**src/design/uimc_pkg.sv**
```systemverilog
package uimc_pkg;
  localparam int WB_AW = 5;
  // register indices; byte address is four times the index
  localparam logic [2:0] IDX_DATA = 3'h0;
  localparam logic [2:0] IDX_IER = 3'h1;
  localparam logic [2:0] IDX_ISID = 3'h2;
  localparam logic [2:0] IDX_LFC = 3'h3;
  localparam logic [2:0] IDX_MLC = 3'h4;
  // line_format_control fields
  localparam int LFC_STOP = 2;
  localparam int LFC_PAR_EN = 3;
  localparam int LFC_PAR_EVEN = 4;
  localparam int LFC_STICK = 5;
  localparam int LFC_BREAK = 6;
  localparam int LFC_DIV_SEL = 7;
  // modem_line_control fields
  localparam int MLC_TERM_RDY = 0;
  localparam int MLC_REQ_SEND = 1;
  localparam int MLC_SPARE = 2;
  localparam int MLC_IRQ_GATE = 3;
  localparam int QSC_FIFO_EN = 0;
  localparam logic [7:0] LFC_RESET = 8'h00;
  localparam logic [4:0] MLC_RESET = 5'h00;
  localparam logic [15:0] DIV_RESET = 16'h0000;
  // interrupt identification codes, bits 3..0
  localparam logic [3:0] ISID_NONE = 4'h1;
  localparam logic [3:0] ISID_RLS = 4'h6;
  localparam logic [3:0] ISID_RDA = 4'h4;
  localparam logic [3:0] ISID_TMO = 4'hC;
  localparam logic [3:0] ISID_THRE = 4'h2;
  localparam logic [3:0] ISID_MSR = 4'h0;
  // serial timing in ticks of the 16x baud strobe
  localparam logic [5:0] TICKS_HALF = 6'h08;
  localparam logic [5:0] TICKS_BIT = 6'h10;
  localparam logic [5:0] TICKS_STOP15 = 6'h18;
  localparam logic [5:0] TICKS_STOP2 = 6'h20;

  typedef enum logic [4:0] {
    SER_IDLE = 5'h01,
    SER_START = 5'h02,
    SER_DATA = 5'h04,
    SER_PAR = 5'h08,
    SER_STOP = 5'h10
  } uimc_ser_t;

  function automatic logic [7:0] uimc_len_mask(input logic [1:0] wl);
    uimc_len_mask = 8'hFF >> (2'h3 - wl);
  endfunction

  function automatic logic uimc_parity(input logic [7:0] d,
                                       input logic even,
                                       input logic stick);
    if (stick) begin
      uimc_parity = ~even;
    end else begin
      uimc_parity = even ? ^d : ~^d;
    end
  endfunction
endpackage

```
**src/design/uimc_tx_if.sv**
```systemverilog
`timescale 1ns/1ps
interface uimc_tx_if;
  logic load;
  logic [7:0] data;
  logic [1:0] word_len;
  logic stop2;
  logic par_en;
  logic par_even;
  logic par_stick;
  logic brk;
  logic tick;
  logic busy;
  modport ctl (output load, data, word_len, stop2, par_en, par_even,
               par_stick, brk, tick, input busy);
  modport eng (input load, data, word_len, stop2, par_en, par_even,
               par_stick, brk, tick, output busy);
endinterface

```
**src/design/uimc_tx.sv**
```systemverilog
`timescale 1ns/1ps
module uimc_tx (
  input wire logic clock,
  input wire logic rst_n,
  uimc_tx_if.eng tif,
  output logic txd
);
  import uimc_pkg::*;

  uimc_ser_t st_q;
  logic [5:0] cnt_q;
  logic [2:0] idx_q;
  logic [7:0] sh_q;
  logic par_q;
  logic [5:0] stop_last;
  logic [2:0] last_idx;
  logic line_bit;
  logic bit_end;

  assign tif.busy = (st_q != SER_IDLE);
  assign last_idx = 3'(3'h4 + {1'b0, tif.word_len});
  assign bit_end = tif.tick && (cnt_q == 6'(TICKS_BIT - 6'h01));

  always_comb begin
    stop_last = 6'(TICKS_BIT - 6'h01);
    if (tif.stop2 && tif.word_len == 2'h0) begin
      stop_last = 6'(TICKS_STOP15 - 6'h01);
    end else if (tif.stop2) begin
      stop_last = 6'(TICKS_STOP2 - 6'h01);
    end
  end

  always_comb begin
    case (st_q)
      SER_START: line_bit = 1'b0;
      SER_DATA: line_bit = sh_q[0];
      SER_PAR: line_bit = par_q;
      default: line_bit = 1'b1;
    endcase
  end

  always_ff @(posedge clock or negedge rst_n) begin
    if (!rst_n) begin
      st_q <= SER_IDLE;
      cnt_q <= 6'h00;
      idx_q <= 3'h0;
      sh_q <= 8'h00;
      par_q <= 1'b0;
    end else begin
      if (st_q != SER_IDLE && tif.tick) begin
        cnt_q <= 6'(cnt_q + 6'h01);
      end
      case (st_q)
        SER_IDLE: begin
          if (tif.load) begin
            sh_q <= tif.data & uimc_len_mask(tif.word_len);
            par_q <= uimc_parity(tif.data & uimc_len_mask(tif.word_len),
                                 tif.par_even, tif.par_stick);
            idx_q <= 3'h0;
            cnt_q <= 6'h00;
            st_q <= SER_START;
          end
        end
        SER_START: begin
          if (bit_end) begin
            cnt_q <= 6'h00;
            st_q <= SER_DATA;
          end
        end
        SER_DATA: begin
          if (bit_end) begin
            cnt_q <= 6'h00;
            sh_q <= sh_q >> 1;
            idx_q <= 3'(idx_q + 3'h1);
            if (idx_q == last_idx) begin
              st_q <= tif.par_en ? SER_PAR : SER_STOP;
            end
          end
        end
        SER_PAR: begin
          if (bit_end) begin
            cnt_q <= 6'h00;
            st_q <= SER_STOP;
          end
        end
        SER_STOP: begin
          if (tif.tick && cnt_q == stop_last) begin
            st_q <= SER_IDLE;
          end
        end
        default: st_q <= SER_IDLE;
      endcase
    end
  end

  // break overrides whatever the shifter is doing
  always_ff @(posedge clock or negedge rst_n) begin
    if (!rst_n) begin
      txd <= 1'b1;
    end else begin
      txd <= tif.brk ? 1'b0 : line_bit;
    end
  end
endmodule

```
**src/design/uimc_top.sv**
```systemverilog
// Chosen here: the Wishbone interface to the registers.
`timescale 1ns/1ps
// Overview of operation
// - identification bits 4 and 5 always read zero
// - identification bits 6 and 7 read one while fifo mode is on
// - codes: none 0001, line status 0110, data 0100, timeout 1100, tx 0010
// - modem status is lowest priority, code 0000, cleared by its own read
// - tx empty clears on identification read while reported or tx write
// - format bits 1..0 choose five to eight data bits
// - bit 2 gives one stop bit, or 1.5 for five bits, else two
// - receiver checks only the first stop bit
// - bit 3 adds a parity bit after data, before stop
// - bit 4 chooses odd at zero or even at one over data plus parity
// - bits 3 and 5 fix parity: zero when bit 4 set, else one
// - bit 6 holds serial output low until cleared
// - bit 7 steers offsets 0 and 1 to the divisor latches
// - modem bit 0 drives terminal ready pin low when set
// - modem bit 1 drives request to send pin the same way
// - modem bit 2 is a stored spare bit with no pin
// - modem bit 3 enables the interrupt pin, else it floats
// - identification bit 0 is zero while anything is pending, except a timeout outside fifo mode
// - bit 3 marks timeout in fifo mode, zero otherwise
// - fifo enable bit selects fifo mode for both directions
module uimc_top (
  input wire logic clock,
  input wire logic rst_n,
  input wire logic wb_cyc_i,
  input wire logic wb_stb_i,
  input wire logic wb_we_i,
  input wire logic [uimc_pkg::WB_AW-1:0] wb_adr_i,
  input wire logic [3:0] wb_sel_i,
  input wire logic [31:0] wb_dat_i,
  output logic [31:0] wb_dat_o,
  output logic wb_ack_o,
  input wire logic baud_tick,
  input wire logic serial_in,
  output logic serial_out,
  input wire logic line_status_pend,
  input wire logic rx_avail_pend,
  input wire logic char_timeout_pend,
  input wire logic modem_status_pend,
  output logic terminal_ready_n,
  output logic request_send_n,
  output logic irq_out,
  output logic irq_oe_n,
  output logic fifo_enable,
  output logic [15:0] divisor,
  output logic [3:0] int_enable,
  output logic [7:0] rx_char,
  output logic rx_char_valid,
  output logic rx_parity_err,
  output logic rx_frame_err
);
  import uimc_pkg::*;

  logic [7:0] line_format_control_q;
  logic [4:0] modem_line_control_q;
  logic [7:0] thr_q;
  logic thr_full_q;
  logic thre_pend_q;
  logic acc;
  logic aligned;
  logic wr;
  logic rd;
  logic [2:0] idx;
  logic divisor_select_bit;
  logic thr_wr;
  logic ier_wr;
  logic dll_wr;
  logic dlm_wr;
  logic qsc_wr;
  logic lfc_wr;
  logic mlc_wr;
  logic isid_read;
  logic tx_load;
  logic [3:0] isid_code;
  logic [7:0] isid_val;
  logic [7:0] rd_val;
  uimc_ser_t rx_st_q;
  logic [5:0] rx_cnt_q;
  logic [2:0] rx_idx_q;
  logic [7:0] rx_sh_q;
  logic rx_par_q;
  logic [2:0] rx_last_idx;
  logic [7:0] rx_aligned;
  logic rx_bit_end;

  uimc_tx_if tif();

  // single-cycle slave: ack one edge after the strobe, never two in a row
  assign acc = wb_cyc_i & wb_stb_i & ~wb_ack_o;
  assign aligned = (wb_adr_i[1:0] == 2'b00);
  assign idx = wb_adr_i[4:2];
  assign wr = acc & wb_we_i & wb_sel_i[0] & aligned;
  assign rd = acc & ~wb_we_i & aligned;
  assign divisor_select_bit = line_format_control_q[LFC_DIV_SEL];
  assign isid_read = rd && idx == IDX_ISID;

  always_comb begin
    thr_wr = 1'b0;
    ier_wr = 1'b0;
    dll_wr = 1'b0;
    dlm_wr = 1'b0;
    qsc_wr = 1'b0;
    lfc_wr = 1'b0;
    mlc_wr = 1'b0;
    if (!wr) begin
      thr_wr = 1'b0;
    end else if (idx == IDX_DATA && !divisor_select_bit) begin
      thr_wr = 1'b1;
    end else if (idx == IDX_DATA) begin
      dll_wr = 1'b1;
    end else if (idx == IDX_IER && !divisor_select_bit) begin
      ier_wr = 1'b1;
    end else if (idx == IDX_IER) begin
      dlm_wr = 1'b1;
    end else if (idx == IDX_ISID) begin
      qsc_wr = 1'b1;
    end else if (idx == IDX_LFC) begin
      lfc_wr = 1'b1;
    end else if (idx == IDX_MLC) begin
      mlc_wr = 1'b1;
    end
  end

  // priority encoder; the code is sampled into the read data at the
  // acking edge, so a new event cannot tear an access in progress
  always_comb begin
    if (line_status_pend) begin
      isid_code = ISID_RLS;
    end else if (rx_avail_pend) begin
      isid_code = ISID_RDA;
    end else if (fifo_enable && char_timeout_pend) begin
      isid_code = ISID_TMO;
    end else if (thre_pend_q) begin
      isid_code = ISID_THRE;
    end else if (modem_status_pend) begin
      isid_code = ISID_MSR;
    end else begin
      isid_code = ISID_NONE;
    end
    isid_val = {{2{fifo_enable}}, 2'b00, isid_code};
  end

  always_comb begin
    rd_val = 8'h00;
    if (!aligned) begin
      rd_val = 8'h00;
    end else if (idx == IDX_DATA && !divisor_select_bit) begin
      rd_val = rx_char;
    end else if (idx == IDX_DATA) begin
      rd_val = divisor[7:0];
    end else if (idx == IDX_IER && !divisor_select_bit) begin
      rd_val = {4'h0, int_enable};
    end else if (idx == IDX_IER) begin
      rd_val = divisor[15:8];
    end else if (idx == IDX_ISID) begin
      rd_val = isid_val;
    end else if (idx == IDX_LFC) begin
      rd_val = line_format_control_q;
    end else if (idx == IDX_MLC) begin
      rd_val = {3'h0, modem_line_control_q};
    end
  end

  always_ff @(posedge clock or negedge rst_n) begin
    if (!rst_n) begin
      wb_ack_o <= 1'b0;
      wb_dat_o <= 32'h00000000;
    end else begin
      wb_ack_o <= acc;
      wb_dat_o <= (acc && !wb_we_i) ? {24'h000000, rd_val} : 32'h00000000;
    end
  end

  always_ff @(posedge clock or negedge rst_n) begin
    if (!rst_n) begin
      line_format_control_q <= LFC_RESET;
      divisor <= DIV_RESET;
      int_enable <= 4'h0;
      fifo_enable <= 1'b0;
    end else begin
      if (lfc_wr) begin
        line_format_control_q <= wb_dat_i[7:0];
      end
      if (dll_wr) begin
        divisor[7:0] <= wb_dat_i[7:0];
      end
      if (dlm_wr) begin
        divisor[15:8] <= wb_dat_i[7:0];
      end
      if (ier_wr) begin
        int_enable <= wb_dat_i[3:0];
      end
      if (qsc_wr) begin
        fifo_enable <= wb_dat_i[QSC_FIFO_EN];
      end
    end
  end

  // pins follow the bits inverted; loopback lives outside this block
  always_ff @(posedge clock or negedge rst_n) begin
    if (!rst_n) begin
      modem_line_control_q <= MLC_RESET;
      terminal_ready_n <= 1'b1;
      request_send_n <= 1'b1;
    end else if (mlc_wr) begin
      modem_line_control_q <= wb_dat_i[4:0];
      terminal_ready_n <= ~wb_dat_i[MLC_TERM_RDY];
      request_send_n <= ~wb_dat_i[MLC_REQ_SEND];
    end
  end

  always_ff @(posedge clock or negedge rst_n) begin
    if (!rst_n) begin
      irq_out <= 1'b0;
      irq_oe_n <= 1'b1;
    end else begin
      irq_out <= ~isid_code[0];
      irq_oe_n <= ~modem_line_control_q[MLC_IRQ_GATE];
    end
  end

  // one holding byte in front of the shifter
  assign tx_load = thr_full_q & ~tif.busy;

  always_ff @(posedge clock or negedge rst_n) begin
    if (!rst_n) begin
      thr_q <= 8'h00;
      thr_full_q <= 1'b0;
    end else if (thr_wr) begin
      thr_q <= wb_dat_i[7:0];
      thr_full_q <= 1'b1;
    end else if (tx_load) begin
      thr_full_q <= 1'b0;
    end
  end

  // set on hand-off to the shifter wins over either clear
  always_ff @(posedge clock or negedge rst_n) begin
    if (!rst_n) begin
      thre_pend_q <= 1'b0;
    end else if (tx_load) begin
      thre_pend_q <= 1'b1;
    end else if (thr_wr || (isid_read && isid_code == ISID_THRE)) begin
      thre_pend_q <= 1'b0;
    end
  end

  assign tif.load = tx_load;
  assign tif.data = thr_q;
  assign tif.word_len = line_format_control_q[1:0];
  assign tif.stop2 = line_format_control_q[LFC_STOP];
  assign tif.par_en = line_format_control_q[LFC_PAR_EN];
  assign tif.par_even = line_format_control_q[LFC_PAR_EVEN];
  assign tif.par_stick = line_format_control_q[LFC_STICK];
  assign tif.brk = line_format_control_q[LFC_BREAK];
  assign tif.tick = baud_tick;

  uimc_tx u_tx (
    .clock(clock),
    .rst_n(rst_n),
    .tif(tif),
    .txd(serial_out)
  );

  // receiver: start bit qualified at mid-bit, later bits sampled mid-bit
  assign rx_last_idx = 3'(3'h4 + {1'b0, line_format_control_q[1:0]});
  assign rx_aligned = rx_sh_q >> (2'h3 - line_format_control_q[1:0]);
  assign rx_bit_end = baud_tick && rx_cnt_q == 6'(TICKS_BIT - 6'h01);

  always_ff @(posedge clock or negedge rst_n) begin
    if (!rst_n) begin
      rx_st_q <= SER_IDLE;
      rx_cnt_q <= 6'h00;
      rx_idx_q <= 3'h0;
      rx_sh_q <= 8'h00;
      rx_par_q <= 1'b0;
      rx_char <= 8'h00;
      rx_char_valid <= 1'b0;
      rx_parity_err <= 1'b0;
      rx_frame_err <= 1'b0;
    end else begin
      rx_char_valid <= 1'b0;
      if (rx_st_q != SER_IDLE && baud_tick) begin
        rx_cnt_q <= 6'(rx_cnt_q + 6'h01);
      end
      case (rx_st_q)
        SER_IDLE: begin
          if (!serial_in) begin
            rx_cnt_q <= 6'h00;
            rx_sh_q <= 8'h00;
            rx_st_q <= SER_START;
          end
        end
        SER_START: begin
          if (baud_tick && rx_cnt_q == 6'(TICKS_HALF - 6'h01)) begin
            rx_cnt_q <= 6'h00;
            rx_idx_q <= 3'h0;
            rx_st_q <= serial_in ? SER_IDLE : SER_DATA;
          end
        end
        SER_DATA: begin
          if (rx_bit_end) begin
            rx_cnt_q <= 6'h00;
            rx_sh_q <= {serial_in, rx_sh_q[7:1]};
            rx_idx_q <= 3'(rx_idx_q + 3'h1);
            if (rx_idx_q == rx_last_idx) begin
              rx_st_q <= line_format_control_q[LFC_PAR_EN] ?
                         SER_PAR : SER_STOP;
            end
          end
        end
        SER_PAR: begin
          if (rx_bit_end) begin
            rx_cnt_q <= 6'h00;
            rx_par_q <= serial_in;
            rx_st_q <= SER_STOP;
          end
        end
        SER_STOP: begin
          // later stop bits just look like idle line
          if (rx_bit_end) begin
            rx_char <= rx_aligned;
            rx_char_valid <= 1'b1;
            rx_parity_err <= line_format_control_q[LFC_PAR_EN] &&
              (rx_par_q != uimc_parity(rx_aligned,
                 line_format_control_q[LFC_PAR_EVEN],
                 line_format_control_q[LFC_STICK]));
            rx_frame_err <= ~serial_in;
            rx_st_q <= SER_IDLE;
          end
        end
        default: rx_st_q <= SER_IDLE;
      endcase
    end
  end
endmodule

```
**config.mk**
```make
export PLATFORM = sky130hd
export DESIGN_NAME = uimc_top
export DESIGN_NICKNAME = d
export VERILOG_FILES = /design/src/design/uimc_pkg.sv /design/src/design/uimc_tx_if.sv /design/src/design/uimc_tx.sv /design/src/design/uimc_top.sv
export SDC_FILE = /design/constraint.sdc
export NUM_CORES = 1
export LEC_CHECK = 0
export BUFFER_PORTS_ARGS = -buffer_cell sky130_fd_sc_hd__buf_2
export CAP_MARGIN = 25
export CELL_PAD_IN_SITES_DETAIL_PLACEMENT = 1
export CELL_PAD_IN_SITES_GLOBAL_PLACEMENT = 2
export CORE_MARGIN = 2
export CORE_UTILIZATION = 35
export CTS_CLUSTER_DIAMETER = 150
export DETAILED_ROUTE_END_ITERATION = 10
export PLACE_DENSITY = 0.8
export SKIP_LAST_GASP = 1
export SLEW_MARGIN = 20
export SYNTH_ARGS = -nofsm -noshare
export SYNTH_HDL_FRONTEND = slang
export SYNTH_HIERARCHICAL = 1
export SYNTH_SLANG_ARGS = --single-unit
```
**constraint.sdc**
```tcl
create_clock -name clock -period 2.3 [get_ports clock]
set_input_delay 0.345 -clock clock [delete_from_list [all_inputs] [get_ports clock]]
set_output_delay 0.345 -clock clock [all_outputs]
set_load 0.005 [all_outputs]
```
==> reports/results.txt <==
outcome: complete, but fails checks
failing checks: negative hold slack
area leader, netlist: dfrtp_1
TNS Setup: 0 ns
final core utilization: 42.4%
WP data arrival: 2.39 ns
final number of setup-violating endpoints: 0
antenna violations before repair: 0
# DRC: 0
fin. max-slew vios: 0
Die Area: 18600 um^2
post-route ant nets: 0
crit path max fanout: 18
Crit path max-delay family: compound AO/OA/AOI/OAI gates
Via Count: 4868
CTS sink count: 115
# IOs: 122
core area: 17200 um^2
initial DRC count: 173
cell with the most instances after synthesis: dfrtp_1
crit-path cells: nor2_2, nand3_1, nor2b_1, nand4_1, a21boi_2, mux2_2
top_reg_cell synth: dfrtp_1
first-pass GRT wire length: 26800 um
drt pass-1 iters: 4
Die Y: 136 um
Syn Area/Cell: 10.1 um^2
Hold Crit Class: in -> async
synthesized area: 6140 um^2
H-tree levels: 4
Placer Congestion: 0.849
Worst Setup Path Type: reg -> reg
clk_skew: 0.00895 ns
final instance area: 7310 um^2
gr usage total: 18.9%
CP Capture Type: flip-flop
estimated wirelength of the detail-placed design: 12100 um
top cells by area, synth: dfrtp_1, mux2_2, nand2_1
Worst slew margin: 51.6%
Synth async-reset ratio: 100%
largest net degree at the start of global routing: 116
Seq/Total Area, Yosys: 47.0%
FF-to-FF Start: u_tx/st_q[1]$_DFFE_PN0P_
Placement Cell Area: 6700 um^2
Synth top area share: 44.4%
Ys Warns: 6
Synth cell types: 74
maximum vdd drop: 534 uV
Hold Violations, Final: 5
Post-synth top cells: dfrtp_1, nand2_1, mux2_2, o21ai_0, nor2_1
Initial Util: 35.6%
Worst-Skew Late Latency: 0.41 ns
fraction of layout cells with a size suffix above 1: 27.0%
final WL: 16700 um
WP data required: 2.59 ns
maxcap violations: 0
CTS Buffer Depth: 2
Tcrit/Tclk final: 91.1%
Slowest Stage Delay on Critical Path: 0.60 ns
Critical R2R Capture: u_tx/sh_q[6]$_DFFE_PN0P_
Total Power: 6.03 mW
Worst Reg-to-Reg Cells: 6
IO Port Bufs: 70
Final min period: 2.10 ns
final net count: 744
CTS clk-pin slew, worst paths: 0.05 ns
post-DR vias/cell: 5.26
Leakage Power: 3.51 nW
Post-synth EDFFs: 0
FF-to-FF setup slack: 0.20 ns
CTS tree: done
Fin Hold WS: -0.00417 ns
pwr dens: 825 nW/um^2
Buf/Inv on CP: 0
unrepaired setup endpoints after global routing: no
Routed wire per std cell: 18.1 um
ANT cells: 0
vias in the first global route: 5007
Overflow after GRT: 0
Num CTS Buffers: 17
Yosys reg bits: 115
Critical Path Source Type: flip-flop
overall die width: 136 um
clk root buf: clkbuf_16
CP max stage cell: a21boi_2
Cell Rows: 48
area added between synthesis and finish: 19.1%
FMAX: 477 MHz
gate count of the mapped netlist: 607
Tightest Pin Transition: 0.721 ns
Post-CTS Hold Buffers: 0
worst max path at each step:
stage	depth (start not counted)	slack, ns	end	start
6_report	6	0.20	u_tx/sh_q[6]$_DFFE_PN0P_	u_tx/st_q[1]$_DFFE_PN0P_
5_1_grt	6	0.02	u_tx/sh_q[5]$_DFFE_PN0P_	u_tx/st_q[1]$_DFFE_PN0P_
4_1_cts	8	0.12	rx_parity_err$_DFFE_PN0P_	line_format_control_q[1]$_DFFE_PN0P_
3_5_place_dp	8	0.13	rx_parity_err$_DFFE_PN0P_	line_format_control_q[1]$_DFFE_PN0P_
3_3_place_gp	5	0.23	line_format_control_q[1]$_DFFE_PN0P_	wb_adr_i[1]
2_1_floorplan	8	0.28	u_tx/idx_q[2]$_DFFE_PN0P_	u_tx/st_q[1]$_DFFE_PN0P_
placed cells by master, fill, tap and decap left out, types with 4 or more instances in the layout:
master and count:
bufinv_16 4, a31oi_1 4, clkinv_2 4, or3_1 4, nor2_1 44, a22o_1 4
o211ai_1 4, and3_1 10, ha_1 4, dfstp_2 6, mux2i_1 19, conb_1 24
nor2b_1 4, and2_1 4, nor3_1 6, xnor2_1 11, nand2b_1 8, a21o_1 4
nand4_1 7, nor4_1 6, mux2_2 45, inv_1 17, clkbuf_1 4, o21ai_0 45
nand3_1 23, nand2_1 67, dfrtp_1 108, buf_2 69, clkbuf_16 17, o22ai_1 7
buf_4 21, a21oi_1 17, xor2_1 14
registers in the layout (all words and copies together), names as in the netlist, 3 cells and up:
name and flops:
divisor 16, wb_dat_o 8, rx_char 8, u_tx/idx_q 3
int_enable 4, rx_st_q 5, u_tx/sh_q 8, u_tx/cnt_q 6
rx_sh_q 8, rx_cnt_q 6, rx_idx_q 3, u_tx/st_q 5
modem_line_control_q 5, line_format_control_q 8, thr_q 8
timing repair:
item | CTS | global route
setup endpoints to repair | 0 | 1
buffers inserted | 0 | 0
resized for setup | 0 | 1
metal layers:
| metal | vias up | wire (um) | track usage (%) |
|---|---|---|---|
| li1 | 2266 | - | - |
| met1 | 2462 | 7520 | 24.6 |
| met2 | 121 | 8270 | 31.2 |
| met3 | 19 | 674 | 3.99 |
| met4 | 0 | 274 | 6.48 |
| met5 | - | 0 | 0 |
report_power, final:
part / internal (mW) / leakage, nW / switching (mW)
clock: 1.83 / 0.298 / 0.934
sequential: 2.21 / 1.53 / 0.179
combinational: 0.342 / 1.68 / 0.534
metrics by stage:
stage,std cells,worst slack [ns]
floorplan,630,0.276
global placement,894,0.227
detailed placement,894,0.133
CTS,926,0.121
global route,926,0.0249
finish,926,0.204
layout make-up:
| type | count | area, um^2 |
|---|---|---|
| Fill cell | 1963 | 9920 |
| Multi-Input combinational cell | 445 | 2940 |
| Sequential cell | 115 | 2890 |
| Timing Repair Buffer | 91 | 523 |
| Clock buffer | 22 | 454 |
| Tap cell | 225 | 282 |
| Clock inverter | 10 | 156 |
| Inverter | 18 | 67.6 |
logic make-up after synthesis:
logic type	synth area share [%]
simple gates	16.2
compound gates	13.3
flops	47.0
buf+inv	6.44
mux	12.3
xor+xnor	3.93
fa+ha+maj	0.816
other cells	0.0611
(Power assumes the default switching activity.)
